===== src/plwd_cfg.svh =====
// Purpose: constants of the program loop watchdog (offsets, fields, reset values, interval bases)
// Assumes: included by the top module and by the bench, bare name only
// Notes: offsets are peripheral byte addresses, 28 bits wide
`ifndef PLWD_CFG_SVH
`define PLWD_CFG_SVH

// ****************************************
// register map and reset values
// ****************************************
`define PLWD_MODE_OFS 28'hffff6d0
`define PLWD_KICK_OFS 28'hffff6d1
`define PLWD_MODE_RST 8'h67
`define PLWD_KICK_RD 8'h9a
`define PLWD_KICK_CODE 8'hac

// ****************************************
// field positions of the mode register
// ****************************************
`define PLWD_ACT_HI 6
`define PLWD_ACT_LO 5
`define PLWD_CS_HI 4
`define PLWD_CS_MID 3
`define PLWD_CS_K_HI 2

// ****************************************
// interval exponent bases per count source
// ****************************************
`define PLWD_EXP_INT 5'h0c
`define PLWD_EXP_MAIN 5'h12
`define PLWD_EXP_SUB 5'h09
`define PLWD_CNT_W 26

`endif


===== src/plwd_pkg.sv =====
// Purpose: shared types of the program loop watchdog
// Assumes: plwd_cfg.svh holds the numbers
// Notes: bus words are bytes; addresses 28 bits
package plwd_pkg;
   typedef logic [27:0] plwd_addr_t;
   typedef logic [7:0] plwd_byte_t;
   // what an overflow does, decoded from mode bits 6:5
   typedef enum {PLWD_ACT_STOP, PLWD_ACT_NMI, PLWD_ACT_RESET} plwd_act_t;
   // state of one count-source synchroniser
   typedef struct packed {
      logic s1;
      logic s2;
      logic s3;
   } plwd_sync_t;
endpackage : plwd_pkg


===== src/plwd_src_sync.sv =====
// Purpose: bring one count-source clock into clk and give a pulse per rising edge
// Assumes: source runs well below half of clk
// Notes: first flop feeds only the second
module plwd_src_sync
(
   input wire logic clk,
   input wire logic reset_n,
   input wire logic src_in,
   output logic tick
);
   import plwd_pkg::*;

   plwd_sync_t st_r;
   plwd_sync_t st_nxt;

   // shift chain; edge detect looks only at the settled stages
   always_comb
   begin
      st_nxt = st_r;
      st_nxt.s1 = src_in;
      st_nxt.s2 = st_r.s1;
      st_nxt.s3 = st_r.s2;
   end

   always_ff @(posedge clk or negedge reset_n)
   begin
      if (!reset_n)
         st_r <= '0;
      else
         st_r <= st_nxt;
   end

   assign tick = st_r.s2 & ~st_r.s3;
endmodule : plwd_src_sync


===== src/plwd_top.sv =====
// Purpose: program loop watchdog with write-once mode register and kick register
// Assumes: peripheral bus gives one-cycle read/write strobes with byte and bit-op qualifiers
// Notes: overflow outputs are one-cycle pulses from flops; count sources are asynchronous pins
`include "plwd_cfg.svh"
module plwd_top
#(
   parameter int CNT_W = `PLWD_CNT_W
)
(
   input wire logic clk,
   input wire logic reset_n,
   input wire plwd_pkg::plwd_addr_t bus_addr,
   input wire logic bus_wr,
   input wire logic bus_rd,
   input wire logic bus_byte,
   input wire logic bus_bitop,
   input wire plwd_pkg::plwd_byte_t bus_wdata,
   output plwd_pkg::plwd_byte_t bus_rdata,
   input wire logic int_osc_clk,
   input wire logic main_clk_src,
   input wire logic sub_clk_src,
   input wire logic osc_stab_active,
   output logic wd_reset_out,
   output logic wd_nmi_request,
   output logic cpu_clk_to_int_osc
);
   import plwd_pkg::*;

   // ****************************************
   // state
   // ****************************************
   typedef struct packed {
      logic [7:0] wd_mode_reg;
      logic written;
      logic [CNT_W-1:0] cnt;
      logic rst_pls;
      logic nmi_pls;
      logic sw_pls;
      logic [7:0] rdata;
   } plwd_state_t;

   plwd_state_t st_r;
   plwd_state_t st_nxt;

   logic tick_int;
   logic tick_main;
   logic tick_sub;
   logic tick;
   logic [4:0] exp_sel;
   logic [CNT_W-1:0] limit;
   logic [CNT_W-1:0] one;
   plwd_act_t act;
   logic mode_wr;
   logic kick_wr;
   logic kick_ok;
   logic expire;
   logic forced;
   logic ov;

   // ****************************************
   // count sources
   // ****************************************
   plwd_src_sync u_sync_int
   (
      .clk(clk),
      .reset_n(reset_n),
      .src_in(int_osc_clk),
      .tick(tick_int)
   );

   plwd_src_sync u_sync_main
   (
      .clk(clk),
      .reset_n(reset_n),
      .src_in(main_clk_src),
      .tick(tick_main)
   );

   plwd_src_sync u_sync_sub
   (
      .clk(clk),
      .reset_n(reset_n),
      .src_in(sub_clk_src),
      .tick(tick_sub)
   );

   // ****************************************
   // decode of mode, source and bus strobes
   // ****************************************
   always_comb
   begin
      one = {{(CNT_W-1){1'b0}}, 1'b1};
      // action follows the stored mode bits
      if (st_r.wd_mode_reg[`PLWD_ACT_HI])
         act = PLWD_ACT_RESET;
      else if (st_r.wd_mode_reg[`PLWD_ACT_LO])
         act = PLWD_ACT_NMI;
      else
         act = PLWD_ACT_STOP;
      // source and exponent base from the two top select bits
      case (st_r.wd_mode_reg[`PLWD_CS_HI:`PLWD_CS_MID])
         2'b00:
         begin
            tick = tick_int;
            exp_sel = `PLWD_EXP_INT + {2'b00, st_r.wd_mode_reg[`PLWD_CS_K_HI:0]};
         end
         2'b01:
         begin
            tick = tick_main;
            exp_sel = `PLWD_EXP_MAIN + {2'b00, st_r.wd_mode_reg[`PLWD_CS_K_HI:0]};
         end
         default:
         begin
            tick = tick_sub;
            exp_sel = `PLWD_EXP_SUB + {2'b00, st_r.wd_mode_reg[`PLWD_CS_K_HI:0]};
         end
      endcase
      limit = (one << exp_sel) - one;
      // bit-op writes to the mode register are not byte writes and are dropped
      mode_wr = bus_wr && bus_addr == `PLWD_MODE_OFS && bus_byte && !bus_bitop;
      kick_wr = bus_wr && bus_addr == `PLWD_KICK_OFS;
      kick_ok = kick_wr && bus_byte && !bus_bitop && bus_wdata == `PLWD_KICK_CODE;
      // a good kick or a mode write in the expiry cycle clears first, so no late overflow follows it
      expire = act != PLWD_ACT_STOP && tick && st_r.cnt == limit && !kick_ok && !mode_wr;
      // misuse counts only while running, so stop mode can never be tripped
      forced = act != PLWD_ACT_STOP && ((mode_wr && st_r.written) || (kick_wr && !kick_ok));
      ov = expire || forced;
   end

   // ****************************************
   // next state
   // ****************************************
   always_comb
   begin
      st_nxt = st_r;
      st_nxt.rst_pls = 1'b0;
      st_nxt.nmi_pls = 1'b0;
      st_nxt.sw_pls = 1'b0;
      // only the first byte write lands; later writes leave the mode alone
      if (mode_wr && !st_r.written)
      begin
         st_nxt.wd_mode_reg = {1'b0, bus_wdata[6:0]};
         st_nxt.written = 1'b1;
      end
      // any clear beats a source tick in the same cycle
      if (act == PLWD_ACT_STOP || mode_wr || kick_ok || ov)
         st_nxt.cnt = '0;
      else if (tick)
         st_nxt.cnt = st_r.cnt + one;
      // overflow action; settling oscillator turns reset into a clock switch
      if (ov)
      begin
         if (act == PLWD_ACT_RESET)
         begin
            if (osc_stab_active)
               st_nxt.sw_pls = 1'b1;
            else
               st_nxt.rst_pls = 1'b1;
         end
         else
            st_nxt.nmi_pls = 1'b1;
      end
      // read data held until the next read
      if (bus_rd)
      begin
         case (bus_addr)
            `PLWD_MODE_OFS:
               st_nxt.rdata = st_r.wd_mode_reg;
            `PLWD_KICK_OFS:
               st_nxt.rdata = `PLWD_KICK_RD;
            default:
               st_nxt.rdata = 8'h00;
         endcase
      end
   end

   // ****************************************
   // registers
   // ****************************************
   always_ff @(posedge clk or negedge reset_n)
   begin
      if (!reset_n)
      begin
         st_r.wd_mode_reg <= `PLWD_MODE_RST;
         st_r.written <= 1'b0;
         st_r.cnt <= '0;
         st_r.rst_pls <= 1'b0;
         st_r.nmi_pls <= 1'b0;
         st_r.sw_pls <= 1'b0;
         st_r.rdata <= 8'h00;
      end
      else
         st_r <= st_nxt;
   end

   assign bus_rdata = st_r.rdata;
   assign wd_reset_out = st_r.rst_pls;
   assign wd_nmi_request = st_r.nmi_pls;
   assign cpu_clk_to_int_osc = st_r.sw_pls;
endmodule : plwd_top


===== config.mk =====
export PLATFORM = sky130hd
export DESIGN_NAME = plwd_top
export DESIGN_NICKNAME = d
export VERILOG_FILES = /design/src/plwd_pkg.sv /design/src/plwd_src_sync.sv /design/src/plwd_top.sv
export VERILOG_INCLUDE_DIRS = /design/src /design/src/src
export SDC_FILE = /design/constraint.sdc
export NUM_CORES = 1
export LEC_CHECK = 0
export ABC_CLOCK_PERIOD_IN_PS = 3350
export BUFFER_PORTS_ARGS = -buffer_cell sky130_fd_sc_hd__buf_2
export CAP_MARGIN = 20
export CELL_PAD_IN_SITES_DETAIL_PLACEMENT = 0
export CELL_PAD_IN_SITES_GLOBAL_PLACEMENT = 1
export CORE_MARGIN = 3
export CORE_UTILIZATION = 39
export DETAILED_ROUTE_END_ITERATION = 8
export GPL_TIMING_DRIVEN = 0
export HOLD_SLACK_MARGIN = 0.12
export PLACE_DENSITY = 0.76
export SKIP_CTS_REPAIR_TIMING = 1
export SKIP_LAST_GASP = 1
export SLEW_MARGIN = 20
export SYNTH_ARGS = -nofsm -noshare
export SYNTH_HDL_FRONTEND = slang
export SYNTH_SLANG_ARGS = --single-unit

===== constraint.sdc =====
create_clock -name clk -period 3.35 [get_ports clk]
set_input_delay 0.5025 -clock clk [delete_from_list [all_inputs] [get_ports clk]]
set_output_delay 0.5025 -clock clk [all_outputs]
set_load 0.1 [all_outputs]

# Word-level counts from Yosys, hierarchy flattened
# Index checks and enable logic that the tools add are counted.
# totals
regBits	54
in_bits	46
elab_cells	75
# classes
add_sub_neg	5
eq_ne	6
shift	1
n_mux	13
n_bitwise	6
n_reduce_logical	28
# op_table
cell	count
equality test 28 bit (second input constant)	2
2-to-1 mux 26 bit	2
equality test 32 x 3 -> 1 bit (second input constant)	1
logical NOT 32 bit	1
2-to-1 mux 32 bit	1
nonzero test 32 bit	1
adder 26 x 1 -> 26 bit (second input constant)	1
equality test 26 bit	1
<< shifter 1 x 5 -> 26 bit (first input constant)	1
subtractor 26 x 1 -> 26 bit (second input constant)	1
case mux 8 bit (2 select lines)	1
logical AND 1 bit	15
adder 4 x 3 -> 5 bit (first input constant)	2
case mux 5 bit (2 select lines)	1
equality test 8 bit (second input constant)	1
2-to-1 mux 1 bit	6
adder 5 x 3 -> 5 bit (first input constant)	1
logical OR 1 bit	5
logical NOT 1 bit	4
AND 1 bit	3
2-to-1 mux 3 bit	1
NOT 1 bit	3
equality test 2 x 1 -> 1 bit (second input constant)	1
logical NOT 2 bit	1
2 further kinds	2

# Logic depth before layout (Yosys ltp)
# logic_depth
ltp_word	12
depth_mapped	16
mapped_depth_nobuf	15

# By module
# Synthesis repeated with hierarchy kept, for this count alone.
# unflattened
hier_cells	448
area_unflattened_um2	3890.0
# by_module_without_submodules
mod	instances	cells_each	area_per_inst_um2
plwd_top	1	436	3623.5
plwd_src_sync	3	4	88.8

# Worst setup path after synthesis
# Ideal clock, no wire load.
# synth_timing
path_kind	register to register
from	register st_r[39] in the netlist's numbering
to	register st_r[29] in the netlist's numbering
setup_ns	0.119
arrival_ns	3.545
setup_slack_ns	-0.314
path_stages_with_launch	16
n_path_buf	2
period_less_slack_ns	3.664
path_cell_list	dfstp_2 > ha_1 > ha_1 > nand4b_1 > nor3_1 > inv_1 > ha_1 > clkbuf_1 > a311oi_1 > a21oi_1 > mux2i_1 > o311ai_1 > or4_1 > o21ai_4 > buf_6 > nor2_1
# synth_via
elab_chain_cells	11
# synth_rtl
item	line_no	rtl
start: declaration	plwd_top.sv:42	plwd_state_t st_r;
start signal: assignment	plwd_top.sv:193	st_r <= st_nxt;
adder 5 x 3 -> 5 bit (no source line) or adder 4 x 3 -> 5 bit (tied branches)	-	
case mux 5 bit (2 select lines) *	plwd_top.sv:101	case (st_r.wd_mode_reg[`PLWD_CS_HI:`PLWD_CS_MID])
<< shifter 1 x 5 -> 26 bit *	plwd_top.sv:118	limit = (one << exp_sel) - one;
subtractor 26 x 1 -> 26 bit *	plwd_top.sv:118	
equality test 26 bit *	plwd_top.sv:124	expire = act != PLWD_ACT_STOP && tick && st_r.cnt == limit && !kick_ok && !mode_wr;
logical AND 1 bit * (3 in a row)	plwd_top.sv:124	
logical OR 1 bit *	plwd_top.sv:127	ov = expire || forced;
logical OR 1 bit *	plwd_top.sv:146	if (act == PLWD_ACT_STOP || mode_wr || kick_ok || ov)
2-to-1 mux 26 bit or nonzero test 2 bit (tied branches)	-	
# Mark *: on every way between the ends. The rest lies on a longest branch, timed or not.
# A chain may end at the register's enable or synchronous reset.

# Worst setup path in the final report
# layout_timing
from	register st_r[39] in the netlist's numbering
to	register st_r[28] in the netlist's numbering
# The elaborated chain is that of the path after synthesis.

==> flow_metrics.tcl <==
set metrics [dict create \
    cp_slowest_cell "dfstp_4" \
    synth_nets 520 \
    synth_cells 469 \
    pin_count 57 \
    avgSynthCellArea_um2 8.34 \
    rrSetupSlack_ps -490 \
    synth_top_area_cell "dfrtp_1" \
    area_delta_synth_final_pct 22.1 \
    irDropWorstVdd_uv 199 \
    grt_pass1_wl_um 19700 \
    rsz0062_at_grt "yes" \
    min_path_type "input pin to async pin" \
    yosysUniqueCellTypes 68 \
    slew_viol_final 0 \
    stdcell_count 681 \
    place.gp.congestion 0.963 \
    fin_setup_tns_ps -13440 \
    io_buffers 55 \
    max_slew_margin_pct 36.9 \
    finalCritPeriodShare_pct 115 \
    die_h_um 106 \
    violations "negative setup slack" \
    cts_root_buf "clkbuf_8" \
    cp_max_fo 7 \
    fin_nets 602 \
    cp.arrival_ps 4050 \
    critical_path.max_stage_delay_ps 520 \
    cellPowerDensity_mw_per_mm2 238 \
    fp.coreArea_mm2 0.00950 \
    post-place-cells 653 \
    antenna_found_initial 0 \
    antenna_cells 0 \
    synth_seq_area_share_pct 34.7 \
    path_class "flop to flop" \
    ys_async_sr_fraction_pct 100 \
    drc 0 \
    timing.fmax_mhz 261 \
    fill_cells 948 \
    cts.sinks 54 \
    grt_use_total_pct 21.8 \
    dpl-instance-area_mm2 0.00442 \
    cts_htree_levels 2 \
    overflow 0 \
    critPathTopFamily "simple AND/OR/NAND/NOR gates" \
    pre_cts_ws_ps -1060 \
    die_area_mm2 0.0113 \
    finalSetupViolCount 29 \
    fin_worst_skew_ps 7.65 \
    dpl.hpwl_um 9270 \
    cts_tree "yes" \
    ys_top_cells_by_area "dfrtp_1 31%, nor2_1 6.6%, nand2_1 4.7%" \
    fin_area_mm2 0.00478 \
    tightest_slew_ps 937 \
    cts_buffers 5 \
    clock_path_buffers 2 \
    hold_viol 0 \
    netlist_area_mm2 0.00391 \
    status "finished with violations" \
    timing.final.crit_period_ps 3840 \
    cp_cell_sequence "ha_4, ha_4, nand4b_1, nor3_4, inv_2, ha_4, o22ai_2, a221oi_2, o221ai_1, nor3_1, o2111ai_1, nor4_1, nand4_1, o21ai_4, buf_12, buf_12, nor2_2" \
    synth_ff_type "dfrtp_1" \
    ant_nets 0 \
    layout_setup_ws_ps -486 \
    drt_pass1_iterations 5 \
    start_util_pct 41.1 \
    drive_gt1_share_pct 26.4 \
    wire_per_inst_um 18.3 \
    dr_total_vias 3916 \
    start_kind "flop" \
    final_util_pct 50.3 \
    clk_pin_slew_ps 110 \
    insertion_delay_ps 320 \
    crit_required_ps 3570 \
    synth_edf_count 0 \
    viasPerCell 5.75 \
    max_cap_violations 0 \
    die_x_um 106 \
    yosysTopAreaCellShare_pct 31.4 \
    ys_warn_count 0 \
    totalWireLength_um 12500 \
    std_cell_rows 35 \
    end_kind "flop" \
    crit_top_cell "ha_4" \
    initialDrtViolationCount 422 \
    p_leak_nw 1.99 \
    synth-seq-cells 54 \
    grt_pass1_vias 3721 \
    hold_slack_ps 218 \
    power.total_mw 1.14 \
    grt_max_degree 55 \
    path_buf_inv 3 \
]
[state kept, by name, indices dropped and copies added (netlist names)]
name and flops:
st_r 34, bus_rdata 8, u_sync_int.st_nxt 2, u_sync_main.st_nxt 2
u_sync_sub.st_nxt 2, cpu_clk_to_int_osc 1, u_sync_int.st_r 1, u_sync_main.st_r 1
u_sync_sub.st_r 1, wd_nmi_request 1, wd_reset_out 1
[cell families (layout without fill, tap and decap cells)]
| kind of cell | after synthesis | after routing | share of synthesized area, % |
|---|---|---|---|
| flops | 54 | 54 | 34.7 |
| other cells | 1 | 1 | 0.0959 |
| mux | 15 | 15 | 4.16 |
| fa+ha+maj | 5 | 5 | 1.60 |
| buf+inv | 41 | 124 | 5.41 |
| xor+xnor | 38 | 38 | 9.06 |
| simple gates | 216 | 216 | 27.0 |
| compound gates | 99 | 99 | 18.0 |
[metal layers]
metal	routed length (um)	share of wire, %	track usage, %
met1	5720	46	30.8
met2	5640	45	34.6
met4	225	1.8	5.92
met3	909	7.3	3.34
met5	0	0	0
[cell usage in the layout, fill, tap and decap left out, drive strengths merged, types with 6 or more instances in the layout]
cell / count
buf: 94
nor2: 69
nand2: 49
dfrtp: 49
o21ai: 24
xnor2: 21
nand3: 19
a21oi: 17
xor2: 16
inv: 16
nor3: 15
nand4: 13
o22ai: 12
clkbuf: 12
mux2: 10
and3: 8
nand2b: 7
nand4b: 6
[cells in the mapped netlist, types with 2 or more instances]
cell / n
a2111oi_0: 4
a211o_1: 2
a21o_1: 4
a21oi_1: 17
a221oi_1: 2
a22o_1: 2
a22oi_1: 2
a311oi_1: 5
a32oi_1: 2
and2_1: 3
and3_1: 8
buf_1: 2
buf_2: 4
buf_4: 10
buf_6: 2
clkbuf_1: 8
dfrtp_1: 49
dfstp_2: 5
ha_1: 5
inv_1: 15
mux2_2: 10
mux2i_1: 5
nand2_1: 49
nand2b_1: 7
nand3_1: 19
nand4_1: 13
nand4b_1: 6
nor2_1: 69
nor2b_1: 5
nor3_1: 15
nor4_1: 4
o2111ai_1: 3
o211ai_1: 5
o21ai_0: 22
o22ai_1: 12
o311a_1: 2
or2_2: 2
or3_1: 5
or4_1: 2
xnor2_1: 20
xor2_1: 16
[where the power goes]
part	internal [mW]	leakage [nW]	switching (mW)	total [mW]
Clock	0.156	0.0502	0.244	0.400
Sequential	0.657	0.711	0.00196	0.659
Combinational	0.0330	1.22	0.0463	0.0792
Total	0.846	1.99	0.292	1.14
[worst register-to-register path: stages, from the launching register on]
cell and delay, ps:
dfstp_4 520, ha_4 180, ha_4 170, nand4b_1 280
nor3_4 300, inv_2 110, ha_4 290, o22ai_2 60
a221oi_2 260, o221ai_1 180, nor3_1 190, o2111ai_1 140
nor4_1 260, nand4_1 260, o21ai_4 240, buf_12 150
buf_12 130, nor2_2 40
[area by class of cell]
| class | count | area (um^2) | area share [%] |
|---|---|---|---|
| Clock inverter | 3 | 28.8 | 0.603 |
| Inverter | 15 | 56.3 | 1.18 |
| Clock buffer | 5 | 68.8 | 1.44 |
| Buffer | 26 | 179 | 3.75 |
| Tap cell | 129 | 161 | 3.38 |
| Sequential cell | 54 | 1360 | 28.5 |
| Timing Repair Buffer | 75 | 448 | 9.38 |
| Multi-Input combinational cell | 374 | 2470 | 51.8 |
[worst paths after layout]
kind                                       from                    end  cells past startpoint
max in group asynchronous               reset_n               st_r[26]                      1
hold reg to reg            u_sync_int.st_nxt[1]   u_sync_int.st_nxt[0]                      0
min in group clk                    int_osc_clk   u_sync_int.st_nxt[1]                      1
setup / recovery                       st_r[39]               st_r[28]                     17
hold / removal                          reset_n  u_sync_main.st_nxt[0]                      1
setup reg to reg                       st_r[39]               st_r[28]                     17
Note: power is estimated with default switching activity, not from simulation.
